===== config.mk =====
export PLATFORM = sky130hd
export DESIGN_NAME = padh_core
export DESIGN_NICKNAME = d
export VERILOG_FILES = /design/src/hw/padh_pkg.sv /design/src/hw/padh_core.sv /design/src/hw/padh_hs.sv
export SDC_FILE = /design/constraint.sdc
export NUM_CORES = 1
export LEC_CHECK = 0
export ABC_CLOCK_PERIOD_IN_PS = 2000
export BUFFER_PORTS_ARGS = -buffer_cell sky130_fd_sc_hd__buf_2
export CAP_MARGIN = 20
export CELL_PAD_IN_SITES_DETAIL_PLACEMENT = 0
export CELL_PAD_IN_SITES_GLOBAL_PLACEMENT = 1
export CORE_MARGIN = 1
export CORE_UTILIZATION = 42
export CTS_CLUSTER_SIZE = 14
export DETAILED_ROUTE_END_ITERATION = 10
export GPL_TIMING_DRIVEN = 0
export PLACE_DENSITY = 0.81
export SLEW_MARGIN = 5
export SYNTH_ARGS = -nofsm -noshare
export SYNTH_HDL_FRONTEND = slang
export SYNTH_SLANG_ARGS = --single-unit
export TNS_END_PERCENT = 10

===== constraint.sdc =====
create_clock -name clk -period 2 [get_ports clk]
set_clock_uncertainty 0.1 [all_clocks]
set_input_delay 0.1 -clock clk [delete_from_list [all_inputs] [get_ports clk]]
set_output_delay 0.1 -clock clk [all_outputs]
set_load 0.01 [all_outputs]

===== src/hw/padh_pkg.sv =====
// Shared constants and types for the address/data handshake port block.
// Assumes a 250 MHz core clock and an 8-bit register port.
package padh_pkg;

    // -------------------------------------------------------------
    // Timing
    // -------------------------------------------------------------
    localparam int CLK_PERIOD_NS = 4; // Core clock period
    localparam int T_ADDR_SETUP_NS = 25; // Address valid to strobe fall
    localparam int T_AS_LOW_NS = 40; // Address strobe low width
    localparam int T_AS_TO_DS_NS = 45; // Address strobe rise to data strobe
    localparam int T_DS_READ_NS = 135; // Data strobe low, read
    localparam int T_DS_WRITE_NS = 80; // Data strobe low, write
    localparam int T_DS_HOLD_NS = 35; // Data strobe rise to next change
    localparam int EXT_EXTRA_PERIODS = 2; // Extended timing add-on

    // Least times round up to whole cycles
    localparam logic [7:0] C_ADDR_SETUP =
        8'((T_ADDR_SETUP_NS + CLK_PERIOD_NS - 1) / CLK_PERIOD_NS);
    localparam logic [7:0] C_AS_LOW =
        8'((T_AS_LOW_NS + CLK_PERIOD_NS - 1) / CLK_PERIOD_NS);
    localparam logic [7:0] C_AS_TO_DS =
        8'((T_AS_TO_DS_NS + CLK_PERIOD_NS - 1) / CLK_PERIOD_NS);
    localparam logic [7:0] C_DS_READ =
        8'((T_DS_READ_NS + CLK_PERIOD_NS - 1) / CLK_PERIOD_NS);
    localparam logic [7:0] C_DS_WRITE =
        8'((T_DS_WRITE_NS + CLK_PERIOD_NS - 1) / CLK_PERIOD_NS);
    localparam logic [7:0] C_DS_HOLD =
        8'((T_DS_HOLD_NS + CLK_PERIOD_NS - 1) / CLK_PERIOD_NS);
    localparam logic [7:0] C_EXT = 8'(EXT_EXTRA_PERIODS);

    // -------------------------------------------------------------
    // Register offsets
    // -------------------------------------------------------------
    localparam logic [3:0] OFF_P1_DATA = 4'h0;
    localparam logic [3:0] OFF_P1_DIR = 4'h1;
    localparam logic [3:0] OFF_P2_DATA = 4'h2;
    localparam logic [3:0] OFF_P2_DIR = 4'h3;
    localparam logic [3:0] OFF_CFG0 = 4'h4;
    localparam logic [3:0] OFF_CFG1 = 4'h5;
    localparam logic [3:0] OFF_BUS_ADDR_LO = 4'h6;
    localparam logic [3:0] OFF_BUS_ADDR_HI = 4'h7;
    localparam logic [3:0] OFF_BUS_WDATA = 4'h8;
    localparam logic [3:0] OFF_BUS_CTRL = 4'h9;
    localparam logic [3:0] OFF_BUS_RDATA = 4'hA;
    localparam logic [3:0] OFF_HS_STAT = 4'hB;

    // -------------------------------------------------------------
    // Field positions
    // -------------------------------------------------------------
    localparam int F0_MODE_LO = 0; // Port 1 mode, two bits
    localparam int F0_HS2 = 2; // Port 2 handshake enable
    localparam int F0_OD1 = 3; // Port 1 open-drain
    localparam int F0_OD2 = 4; // Port 2 open-drain
    localparam int F0_EMI1 = 5; // Port 1 low EMI drive
    localparam int F0_EMI2 = 6; // Port 2 low EMI drive
    localparam int F0_EXT = 7; // Extended bus timing
    localparam int F1_FLOAT = 0; // Release the shared bus
    localparam int F1_HIADDR = 1; // Port 0 drives upper address
    localparam int FC_START = 0; // Control: start a cycle
    localparam int FC_READ = 1; // Control: cycle is a read

    // -------------------------------------------------------------
    // Reset values
    // -------------------------------------------------------------
    localparam logic [7:0] RST_DIR = 8'hFF; // All lines inputs
    localparam logic [7:0] RST_CFG = 8'h00;

    // -------------------------------------------------------------
    // Types
    // -------------------------------------------------------------
    typedef enum logic [1:0] {
        PM_IO = 2'b00,
        PM_BUS = 2'b01,
        PM_HS = 2'b10
    } padh_p1_mode_t;

    typedef enum logic [2:0] {
        ST_IDLE = 3'b000,
        ST_ADDR = 3'b001,
        ST_AS = 3'b010,
        ST_GAP = 3'b011,
        ST_DS = 3'b100,
        ST_END = 3'b101
    } padh_bus_state_t;

    typedef struct packed {
        logic wr;
        logic rd;
        logic [3:0] addr;
        logic [7:0] wdata;
    } padh_req_t;

endpackage

===== src/hw/padh_core.sv =====
// Two 8-bit ports: port 1 as I/O, address/data bus or handshake port,
// port 2 as per-bit I/O with handshake. Pins arrive asynchronous; the
// register port is on clk. Pin wires are resolved outside.
//
// Added by the designer: the address-and-strobe port and the address map.
`timescale 1ns/1ps

// Contract
// - Port 1 per-line direction or multiplexed bus
// - Port 1 global push-pull or open-drain
// - Global low EMI select per port
// - Port 1 handshake on line three/four
// - Port 0 drives upper address lines
// - Bus pins float together for sharing
// - Port 2 per-line direction
// - Port 2 global push-pull or open-drain
// - Port 2 handshake on line one/six
// - Port 2 handshake follows bit 7 direction
// - Extended timing adds two clock periods
module padh_core
    import padh_pkg::*;
#(
    parameter int PORT_W = 8
) (
    input wire logic clk,
    input wire logic arst_n,
    input wire padh_req_t req,
    output logic [7:0] rdata,
    input wire logic [7:0] p1_in,
    output logic [7:0] p1_out,
    output logic [7:0] p1_oe,
    output logic [7:0] p0_out,
    output logic [7:0] p0_oe,
    output logic address_strobe_n,
    output logic address_strobe_oe,
    output logic data_strobe_n,
    output logic data_strobe_oe,
    output logic bus_read_nwrite,
    output logic bus_read_nwrite_oe,
    input wire logic [7:0] p2_in,
    output logic [7:0] p2_out,
    output logic [7:0] p2_oe,
    input wire logic port3_line_three,
    output logic port3_line_four,
    input wire logic port3_line_one,
    output logic port3_line_six,
    output logic p1_low_emi,
    output logic p2_low_emi
);

    // -------------------------------------------------------------
    // State
    // -------------------------------------------------------------
    typedef struct packed {
        logic [7:0] p1_data; // Port 1 output latch
        logic [7:0] p1_dir; // Port 1 direction, 1 = input
        logic [7:0] p2_data; // Port 2 output latch
        logic [7:0] p2_dir; // Port 2 direction, 1 = input
        logic [7:0] cfg0; // Mode and drive options
        logic [7:0] cfg1; // Bus sharing options
        logic [7:0] addr_lo; // Bus address, low byte
        logic [7:0] addr_hi; // Bus address, high byte
        logic [7:0] bus_wd; // Bus write data
        logic [7:0] bus_rd; // Bus read data
        logic cyc_rd; // Current cycle is a read
        logic cyc_ext; // Current cycle is extended
        padh_bus_state_t state; // Bus cycle sequencer
        logic [7:0] cnt; // Phase counter
        logic [7:0] s1_p1; // Synchroniser stages
        logic [7:0] s2_p1;
        logic [7:0] s1_p2;
        logic [7:0] s2_p2;
        logic [1:0] s1_hs;
        logic [1:0] s2_hs;
        logic [7:0] rdata; // Register read answer
        logic [7:0] o_p1_out; // Registered pin outputs
        logic [7:0] o_p1_oe;
        logic [7:0] o_p0_out;
        logic [7:0] o_p0_oe;
        logic o_as;
        logic o_ds;
        logic o_rw;
        logic o_ctl_oe;
        logic [7:0] o_p2_out;
        logic [7:0] o_p2_oe;
        logic o_emi1;
        logic o_emi2;
    } padh_core_st_t;

    localparam padh_core_st_t ST_RST = '{
        p1_dir: RST_DIR, p2_dir: RST_DIR, cfg0: RST_CFG, cfg1: RST_CFG,
        state: ST_IDLE, o_as: 1'b1, o_ds: 1'b1, o_rw: 1'b1, default: '0};

    padh_core_st_t st; // Registered state
    padh_core_st_t nxt; // Next state
    logic start; // Accepted bus cycle request
    padh_p1_mode_t mode; // Port 1 mode, current
    logic hs1_pend; // Port 1 send outstanding
    logic hs2_pend; // Port 2 transfer outstanding
    logic [7:0] hs2_data; // Port 2 received word
    logic [15:0] drv1; // Port 1 plain I/O drive
    logic [15:0] drv2; // Port 2 plain I/O drive

    initial begin
        if (PORT_W != 8) begin
            $error("padh_core: ports are eight bits wide");
        end
    end

    // Pin drive: open-drain only pulls low, inputs never drive
    function automatic logic [15:0] pin_drive(input logic [7:0] d,
            input logic [7:0] dir, input logic od);
        logic [7:0] o;
        logic [7:0] e;
        o = od ? 8'h00 : d;
        e = ~dir & (od ? ~d : 8'hFF);
        return {o, e};
    endfunction

    assign mode = padh_p1_mode_t'(st.cfg0[F0_MODE_LO +: 2]);

    // -------------------------------------------------------------
    // Handshake channels
    // -------------------------------------------------------------
    // Port 1 only sends; ready in on line three, valid out on four
    padh_hs #(.W(8)) u_hs1 (
        .clk(clk),
        .arst_n(arst_n),
        .en(mode == PM_HS),
        .dir_in(1'b0),
        .load(req.wr && req.addr == OFF_P1_DATA),
        .take(1'b0),
        .partner(st.s2_hs[1]),
        .pins(st.s2_p1),
        .hs_out(port3_line_four),
        .pending(hs1_pend),
        .latched()
    );

    // Port 2 direction follows its top bit
    padh_hs #(.W(8)) u_hs2 (
        .clk(clk),
        .arst_n(arst_n),
        .en(st.cfg0[F0_HS2]),
        .dir_in(st.p2_dir[7]),
        .load(req.wr && req.addr == OFF_P2_DATA),
        .take(req.rd && req.addr == OFF_P2_DATA),
        .partner(st.s2_hs[0]),
        .pins(st.s2_p2),
        .hs_out(port3_line_six),
        .pending(hs2_pend),
        .latched(hs2_data)
    );

    // -------------------------------------------------------------
    // Next state
    // -------------------------------------------------------------
    // Registers, bus sequencer and pin drive in one pass
    always_comb begin
        nxt = st;
        // Two stages before anything looks at a pin
        nxt.s1_p1 = p1_in;
        nxt.s2_p1 = st.s1_p1;
        nxt.s1_p2 = p2_in;
        nxt.s2_p2 = st.s1_p2;
        nxt.s1_hs = {port3_line_three, port3_line_one};
        nxt.s2_hs = st.s1_hs;
        // A cycle only starts in bus mode with the bus owned
        start = req.wr && req.addr == OFF_BUS_CTRL && req.wdata[FC_START]
            && st.state == ST_IDLE && mode == PM_BUS
            && !st.cfg1[F1_FLOAT];
        // Register writes
        if (req.wr) begin
            case (req.addr)
                OFF_P1_DATA: nxt.p1_data = req.wdata;
                OFF_P1_DIR: nxt.p1_dir = req.wdata;
                OFF_P2_DATA: nxt.p2_data = req.wdata;
                OFF_P2_DIR: nxt.p2_dir = req.wdata;
                OFF_CFG0: nxt.cfg0 = req.wdata;
                OFF_CFG1: nxt.cfg1 = req.wdata;
                OFF_BUS_ADDR_LO: nxt.addr_lo = req.wdata;
                OFF_BUS_ADDR_HI: nxt.addr_hi = req.wdata;
                OFF_BUS_WDATA: nxt.bus_wd = req.wdata;
                default: ;
            endcase
        end
        // Bus cycle: address, strobe, gap, data strobe, hold
        case (st.state)
            ST_IDLE: begin
                if (start) begin
                    nxt.state = ST_ADDR;
                    nxt.cnt = C_ADDR_SETUP - 8'h01;
                    nxt.cyc_rd = req.wdata[FC_READ];
                    nxt.cyc_ext = st.cfg0[F0_EXT];
                end
            end
            ST_ADDR: begin
                nxt.cnt = st.cnt - 8'h01;
                if (st.cnt == 8'h00) begin
                    nxt.state = ST_AS;
                    nxt.cnt = C_AS_LOW - 8'h01;
                end
            end
            ST_AS: begin
                nxt.cnt = st.cnt - 8'h01;
                if (st.cnt == 8'h00) begin
                    nxt.state = ST_GAP;
                    nxt.cnt = C_AS_TO_DS - 8'h01;
                end
            end
            ST_GAP: begin
                nxt.cnt = st.cnt - 8'h01;
                if (st.cnt == 8'h00) begin
                    nxt.state = ST_DS;
                    nxt.cnt = (st.cyc_rd ? C_DS_READ : C_DS_WRITE)
                        + (st.cyc_ext ? C_EXT : 8'h00) - 8'h01;
                end
            end
            ST_DS: begin
                nxt.cnt = st.cnt - 8'h01;
                if (st.cnt == 8'h00) begin
                    // Sample before the strobe rises
                    if (st.cyc_rd) begin
                        nxt.bus_rd = st.s2_p1;
                    end
                    nxt.state = ST_END;
                    nxt.cnt = C_DS_HOLD - 8'h01;
                end
            end
            ST_END: begin
                nxt.cnt = st.cnt - 8'h01;
                if (st.cnt == 8'h00) begin
                    nxt.state = ST_IDLE;
                end
            end
            default: nxt.state = ST_IDLE;
        endcase
        // Read answer, unmapped offsets read zero
        nxt.rdata = 8'h00;
        if (req.rd) begin
            case (req.addr)
                OFF_P1_DATA: nxt.rdata = st.s2_p1;
                OFF_P1_DIR: nxt.rdata = st.p1_dir;
                OFF_P2_DATA: nxt.rdata = (st.cfg0[F0_HS2] && st.p2_dir[7])
                    ? hs2_data : st.s2_p2;
                OFF_P2_DIR: nxt.rdata = st.p2_dir;
                OFF_CFG0: nxt.rdata = st.cfg0;
                OFF_CFG1: nxt.rdata = st.cfg1;
                OFF_BUS_ADDR_LO: nxt.rdata = st.addr_lo;
                OFF_BUS_ADDR_HI: nxt.rdata = st.addr_hi;
                OFF_BUS_WDATA: nxt.rdata = st.bus_wd;
                OFF_BUS_CTRL: nxt.rdata = {7'h00, st.state != ST_IDLE};
                OFF_BUS_RDATA: nxt.rdata = st.bus_rd;
                OFF_HS_STAT: nxt.rdata = {6'h00, hs2_pend, hs1_pend};
                default: nxt.rdata = 8'h00;
            endcase
        end
        // Pin drive from the new state, so pins and state agree
        drv1 = pin_drive(nxt.p1_data, nxt.p1_dir, nxt.cfg0[F0_OD1]);
        drv2 = pin_drive(nxt.p2_data, nxt.p2_dir, nxt.cfg0[F0_OD2]);
        if (nxt.state == ST_IDLE) begin
            {nxt.o_p1_out, nxt.o_p1_oe} = drv1;
            if (nxt.cfg0[F0_MODE_LO +: 2] == PM_BUS) begin
                nxt.o_p1_oe = 8'h00;
            end
        end else if (nxt.state == ST_ADDR || nxt.state == ST_AS) begin
            nxt.o_p1_out = nxt.addr_lo;
            nxt.o_p1_oe = 8'hFF;
        end else begin
            // Read floats the lines, write drives the data
            nxt.o_p1_out = nxt.bus_wd;
            nxt.o_p1_oe = nxt.cyc_rd ? 8'h00 : 8'hFF;
        end
        nxt.o_p0_out = nxt.addr_hi;
        nxt.o_p0_oe = (nxt.state != ST_IDLE && nxt.cfg1[F1_HIADDR])
            ? 8'hFF : 8'h00;
        nxt.o_as = nxt.state != ST_AS;
        nxt.o_ds = nxt.state != ST_DS;
        nxt.o_rw = (nxt.state == ST_IDLE) ? 1'b1 : nxt.cyc_rd;
        nxt.o_ctl_oe = nxt.cfg0[F0_MODE_LO +: 2] == PM_BUS;
        // Release every shared line at once for another master
        if (nxt.cfg1[F1_FLOAT]) begin
            nxt.o_p1_oe = 8'h00;
            nxt.o_p0_oe = 8'h00;
            nxt.o_ctl_oe = 1'b0;
        end
        {nxt.o_p2_out, nxt.o_p2_oe} = drv2;
        nxt.o_emi1 = nxt.cfg0[F0_EMI1];
        nxt.o_emi2 = nxt.cfg0[F0_EMI2];
    end

    // State register
    always_ff @(posedge clk or negedge arst_n) begin
        if (!arst_n) begin
            st <= ST_RST;
        end else begin
            st <= nxt;
        end
    end

    // -------------------------------------------------------------
    // Outputs
    // -------------------------------------------------------------
    assign rdata = st.rdata;
    assign p1_out = st.o_p1_out;
    assign p1_oe = st.o_p1_oe;
    assign p0_out = st.o_p0_out;
    assign p0_oe = st.o_p0_oe;
    assign address_strobe_n = st.o_as;
    assign address_strobe_oe = st.o_ctl_oe;
    assign data_strobe_n = st.o_ds;
    assign data_strobe_oe = st.o_ctl_oe;
    assign bus_read_nwrite = st.o_rw;
    assign bus_read_nwrite_oe = st.o_ctl_oe;
    assign p2_out = st.o_p2_out;
    assign p2_oe = st.o_p2_oe;
    assign p1_low_emi = st.o_emi1;
    assign p2_low_emi = st.o_emi2;
endmodule


===== src/hw/padh_hs.sv =====
// One handshake channel: sends on software writes, receives into a latch.
// Assumes the partner line arrives already synchronised to clk.
`timescale 1ns/1ps

module padh_hs #(
    parameter int W = 8
) (
    input wire logic clk,
    input wire logic arst_n,
    input wire logic en,
    input wire logic dir_in,
    input wire logic load,
    input wire logic take,
    input wire logic partner,
    input wire logic [W-1:0] pins,
    output logic hs_out,
    output logic pending,
    output logic [W-1:0] latched
);

    // -------------------------------------------------------------
    // State
    // -------------------------------------------------------------
    typedef struct packed {
        logic pend; // Transfer outstanding
        logic line; // Our handshake line
        logic prev; // Partner level last cycle
        logic [W-1:0] data; // Received word
    } padh_hs_st_t;

    padh_hs_st_t st; // Registered state
    padh_hs_st_t nxt; // Next state

    initial begin
        if (W < 1) begin
            $error("padh_hs: width must be at least one");
        end
    end

    // Handshake sequencing
    always_comb begin
        nxt = st;
        nxt.prev = partner;
        if (!en) begin
            // Idle channel keeps its line inactive high
            nxt.pend = 1'b0;
            nxt.line = 1'b1;
        end else if (!dir_in) begin
            // Sender: data-available low until a ready rise
            if (st.pend && partner && !st.prev) begin
                nxt.pend = 1'b0;
                nxt.line = 1'b1;
            end
            if (load) begin
                // New data wins over a same-cycle ready
                nxt.pend = 1'b1;
                nxt.line = 1'b0;
            end
        end else begin
            // Receiver: line is ready, high while empty
            if (take) begin
                nxt.pend = 1'b0;
                nxt.line = 1'b1;
            end
            if (!st.pend && !partner) begin
                // Capture wins over a same-cycle take
                nxt.pend = 1'b1;
                nxt.line = 1'b0;
                nxt.data = pins;
            end
        end
    end

    // State register
    always_ff @(posedge clk or negedge arst_n) begin
        if (!arst_n) begin
            st <= '{line: 1'b1, prev: 1'b1, default: '0};
        end else begin
            st <= nxt;
        end
    end

    assign hs_out = st.line;
    assign pending = st.pend;
    assign latched = st.data;

endmodule


# Yosys cells after proc, flatten, opt, wreduce, memory -nomap -nowiden
# Cells that the tools add are included.
[word_totals]
output_inout_bits = 66
ff_bits = 197
wordCells = 159
inputBits = 34
[op_classes]
muxes = 46
eq_ne = 27
n_reduce_logical = 36
addsub = 3
bitwise_logic = 6
[ops]
columns = ["operator", "n"]
rows = [
  ["8-bit two-way mux", 20],
  ["8-bit one-hot mux with 12 select lines", 1],
  ["72-bit two-way mux", 1],
  ["8-bit one-hot mux with 6 select lines", 1],
  ["11-bit two-way mux", 4],
  ["16-bit two-way mux", 2],
  ["8-bit inverter", 4],
  ["2-bit two-way mux", 11],
  ["3-bit one-hot mux with 6 select lines", 1],
  ["8-bit bitwise AND", 2],
  ["4-bit by 3-bit equality test with 1-bit output (second input constant)", 4],
  ["4-bit equality test (second input constant)", 4],
  ["1-bit logical AND", 15],
  ["13-bit two-way mux", 1],
  ["2-bit AND reduction", 6],
  ["3-bit by 2-bit equality test with 1-bit output (second input constant)", 3],
  ["4-bit by 2-bit equality test with 1-bit output (second input constant)", 2],
  ["8-bit logical NOT", 1],
  ["7-bit by 1-bit subtractor with 8-bit output (second input constant)", 1],
  ["8-bit by 1-bit subtractor with 8-bit output (second input constant)", 1],
  ["6-bit by 2-bit adder with 7-bit output", 1],
  ["3-bit by 1-bit equality test with 1-bit output (second input constant)", 2],
  ["3-bit equality test (second input constant)", 2],
  ["3-bit logical NOT", 2],
  ["other kinds (17)", 26],
]

# Logic depth before layout (Yosys ltp)
[depth]
word_depth = 13
ltp_mapped = 8
ltp_nobuf = 7

# Modules after synthesis
# A second synthesis with hierarchy kept.
[hier_totals]
cells_unflattened = 745
area_unflattened_um2 = 9044.9
[by_module_without_submodules]
columns = ["mod", "area_per_inst_um2", "cells_per_inst", "seq_area_each_um2", "instances"]
rows = [
  ["padh_core", 7998.9, 665, 4377.9, 1],
  ["padh_hs", 523.0, 40, 277.8, 2],
]

# Least setup slack after synthesis
# Ideal clock, no wire load.
[synth_path]
path_kind = "register to register"
from = "reg st[98] in the netlist's numbering"
to = "reg st[103] in the netlist's numbering"
setup_slack_ns = -0.202
path_buffers = 0
period_less_slack_ns = 2.202
arrival_ns = 1.978
required_ns = 1.776
stages_incl_launch_ff = 8
setup_ns = 0.124
cell_sequence = "dfrtp_1 > inv_1 > ha_1 > nor4b_4 > nand2_1 > o221a_2 > a21o_1 > a211o_1"
[synth_via]
elab_chain_cells = 3
word_cells_on_any_way = 7
classes_between = "1 x add/sub; 5 x mux; 1 x reduce/logical"
[synth_rtl]
columns = ["element", "line", "source"]
rows = [
  ["start, declared", "padh_core.sv:94", "padh_core_st_t st;"],
  ["start signal, assigned", "padh_core.sv:297", "st <= nxt;"],
  ["8-bit by 1-bit subtractor with 8-bit output / 8-bit logical NOT (equally long branches)", "n/a", ""],
  ["11-bit two-way mux (on tied branches)", "n/a", ""],
  ["8-bit one-hot mux with 6 select lines (*)", "padh_core.sv:188", "case (st.state)"],
]
# Mark *: on every way between the ends. The rest lies on a longest branch, timed or not.
# A chain may end at the register's enable or synchronous reset.

# Worst setup path after layout
[layout_path]
from = "reg st[98] in the netlist's numbering"
to = "reg st[112] in the netlist's numbering"
[layout_via]
elab_chain_cells = 2
[layout_rtl]
columns = ["element", "line", "source"]
rows = [
  ["8-bit logical NOT", "padh_core.sv:221", "if (st.cnt == 8'h00) begin"],
  ["3-bit AND reduction (no line)", "n/a", ""],
]
# No other way between the ends.

==> flow_metrics.tcl <==
set metrics [dict create \
    fill_cells 1737 \
    grt_pass1_wl_um 33300 \
    synthFlopType "dfrtp_1" \
    report.final.slew_viol_count 0 \
    grt_pass1_vias 5909 \
    diodes 0 \
    synth_edf_count 0 \
    power_density_nw_per_um2 1010 \
    crit_chain "inv_2 -> ha_4 -> nor4b_4 -> buf_4 -> and2_4 -> nand4_4 -> mux2_4" \
    port_buffers 96 \
    yosysSeqAreaShare_pct 55.6 \
    syn_nets 743 \
    cp.required_ps 2220 \
    ys_warn_count 0 \
    io_pins 100 \
    grt_usage_pct 21.7 \
    yosys-top-cells-count "dfrtp_1 (165), mux2_2 (67), buf_4 (60)" \
    startpoint_type "flop" \
    numCtsBuffers 17 \
    drt_first_iter_violations 477 \
    path_max_fanout 8 \
    hold_path_class "input port to flop" \
    start_util_pct 43.3 \
    htreeDepth 4 \
    dieHeight_um 144 \
    setup_viol 9 \
    ys_types 71 \
    violations "negative setup slack" \
    cp.arrival_ps 2260 \
    clk_latency_ps 450 \
    cts_max_path_buffers 2 \
    synth_compound_area_share_pct 11.6 \
    ys_seq_elements 188 \
    routedWlPerCell_um 18.7 \
    maxSlewHeadroom_pct 44.2 \
    drive_gt1_share_pct 44.2 \
    synth.most_common_cell "dfrtp_1" \
    drt-total-wl_um 21500 \
    vias_per_cell 5.23 \
    dpl.cell_count 1068 \
    endpoint_kind "flop" \
    syn_area_um2 8520 \
    place_hpwl_um 14600 \
    first_pass_iters 7 \
    cts-root-buf "clkbuf_16" \
    fin_nets 909 \
    rows 51 \
    cpLargestDelayFamily "simple AND/OR/NAND/NOR gates" \
    worst_pin_slew_ps 833 \
    period_needed_ps 2040 \
    synth-simple-area-share_pct 9.71 \
    netlist.area_leader.share_pct 48.5 \
    path_class "flop to flop" \
    crit_path_top_delay_cell "dfrtp_2" \
    cts_tree "yes" \
    dieArea_um2 20800 \
    status "complete, but fails checks" \
    antenna_found_initial 0 \
    tns_ps -262 \
    netlist_instances 706 \
    grt-ovfl-total 0 \
    synthMuxAreaShare_pct 14.6 \
    cts.clk_slew.worst_paths_ps 70 \
    die_x_um 144 \
    max_cap_viol_count 0 \
    max_freq_mhz 491 \
    syn_to_final_growth_pct 25.5 \
    synthAdderAreaFrac_pct 0.441 \
    cts.sinks 188 \
    instances_no_fill 1150 \
    p_leak_nw 5.00 \
    synthXorXnorAreaFrac_pct 0.309 \
    rsz0062_at_grt "true" \
    fin_crit_sh_pct 102 \
    dpl_cell_area_um2 9400 \
    fin_ws_ps -37.2 \
    hold_viol 0 \
    core_um2 19700 \
    yosys.area.top_type "dfrtp_1" \
    gp_congestion 0.893 \
    slowest_delay_ps 420 \
    critPathBufInv 2 \
    final_area_um2 10700 \
    async_flop_share_pct 100 \
    synth_area_leaders "dfrtp_1 (48%), mux2_2 (8.9%), dfstp_2 (7.1%)" \
    grt_max_degree 100 \
    postRouteAntennaNets 0 \
    num_vias 6018 \
    drc_errors 0 \
    syn_area_per_cell_um2 12.1 \
    irDropWorstVdd_uv 735 \
    synth_top_family_by_area "multiplexers" \
]
==> stage by stage <==
step	util (%)	total power, mW	hold WS (ps)	setup slack [ps]
2_1_floorplan	-	6.40	-296	-52.4
3_3_place_gp	47.6	7.18	109	-2230
3_5_place_dp	47.8	7.23	45.3	-556
4_1_cts	53.2	10.8	13.6	-52.8
5_1_grt	54.4	11.3	23.7	-83.0
6_report	54.4	10.8	12.7	-37.2
==> power breakdown <==
group	total [mW]	internal [mW]	leakage, nW	switching [mW]
registers	4.95	4.54	2.28	0.408
logic	2.35	1.21	2.43	1.14
clock network	3.47	1.94	0.299	1.53
total	10.8	7.69	5.00	3.08
==> timing repair <==
| item | in CTS | in global routing |
|---|---|---|
| buffers inserted | 16 | 14 |
| cloned | 0 | 1 |
| resized for setup | 31 | 28 |
| setup endpoints to repair | 51 | 41 |
| pin swaps | 7 | 24 |
| hold buffers | 21 | 0 |
| hold endpoints to repair | 112 | 0 |
==> cell families after synthesis <==
logic type / count (synthesis)
adder cells (fa/ha/maj): 3
AND/OR/NAND/NOR: 147
XOR/XNOR: 3
flip-flops: 188
AO/OA/AOI/OAI: 145
buffers and inverters: 110
multiplexers: 110
==> placed cells by master (no fill, tap or decap), types with 3 or more instances in the layout <==
cell type,n
dfrtp_2,4
and2_1,5
a211oi_1,7
nor2b_1,7
o21ai_1,10
o21a_1,11
or3_1,3
a31oi_1,3
mux2_2,67
dlygate4sd3_1,21
clkbuf_1,7
buf_2,104
nand2_1,24
inv_1,17
dfrtp_1,161
clkbuf_2,3
nand3b_1,11
mux2i_1,24
buf_6,3
o21ai_0,18
and3_1,3
clkbuf_16,17
buf_4,88
o21ai_2,7
buf_1,5
nand3_1,15
a21oi_1,29
a2bb2oi_1,4
nor2_2,3
mux2_4,17
o22ai_1,7
nor3_1,9
inv_6,4
dfstp_2,23
nor2_1,35
a22oi_1,7
o31a_1,5
a32oi_1,9
nand2b_1,4
==> state kept, by name, indices dropped and copies added, names as in the netlist, 2 cells and up <==
signal and cells:
st 101, nxt 18, p0_out 8, p1_oe 8, p1_out 8, p2_oe 8, p2_out 8, rdata 8
u_hs2.latched 8, mode 2
==> worst paths after layout <==
path,start,endpoint,slack [ps],depth (start not counted)
max in group asynchronous,arst_n,st[153]$_DFFE_PN0P_,750,3
worst min register to register,nxt[73]$_DFF_PN0_,st[73]$_DFF_PN0_,250,0
min in group asynchronous,arst_n,st[171]$_DFF_PN0_,130,2
worst max-delay path,st[98]$_DFFE_PN0P_,st[112]$_DFFE_PN0P_,-40,7
worst max register to register,st[98]$_DFFE_PN0P_,st[112]$_DFFE_PN0P_,-40,7
worst min-delay path,req[4],p0_out[4]$_DFFE_PN0P_,10,2
==> final cells by class <==
type | count | area [um2] | area share [%]
Buffer | 87 | 589 | 5.52
Clock buffer | 19 | 453 | 4.24
Multi-Input combinational cell | 409 | 3380 | 31.6
Clock inverter | 13 | 153 | 1.43
Tap cell | 265 | 332 | 3.10
Sequential cell | 188 | 4740 | 44.3
Timing Repair Buffer | 148 | 966 | 9.04
Inverter | 21 | 78.8 | 0.738
==> per-layer routing <==
| layer | track usage, % | vias to the layer above | routed length [um] |
|---|---|---|---|
| met1 | 30.9 | 3023 | 9820 |
| met4 | 6.48 | 0 | 364 |
| li1 | - | 2783 | - |
| met2 | 33.4 | 180 | 10200 |
| met5 | 0 | - | 0 |
| met3 | 4.44 | 32 | 1100 |
Power figures use the tool's default switching activity.
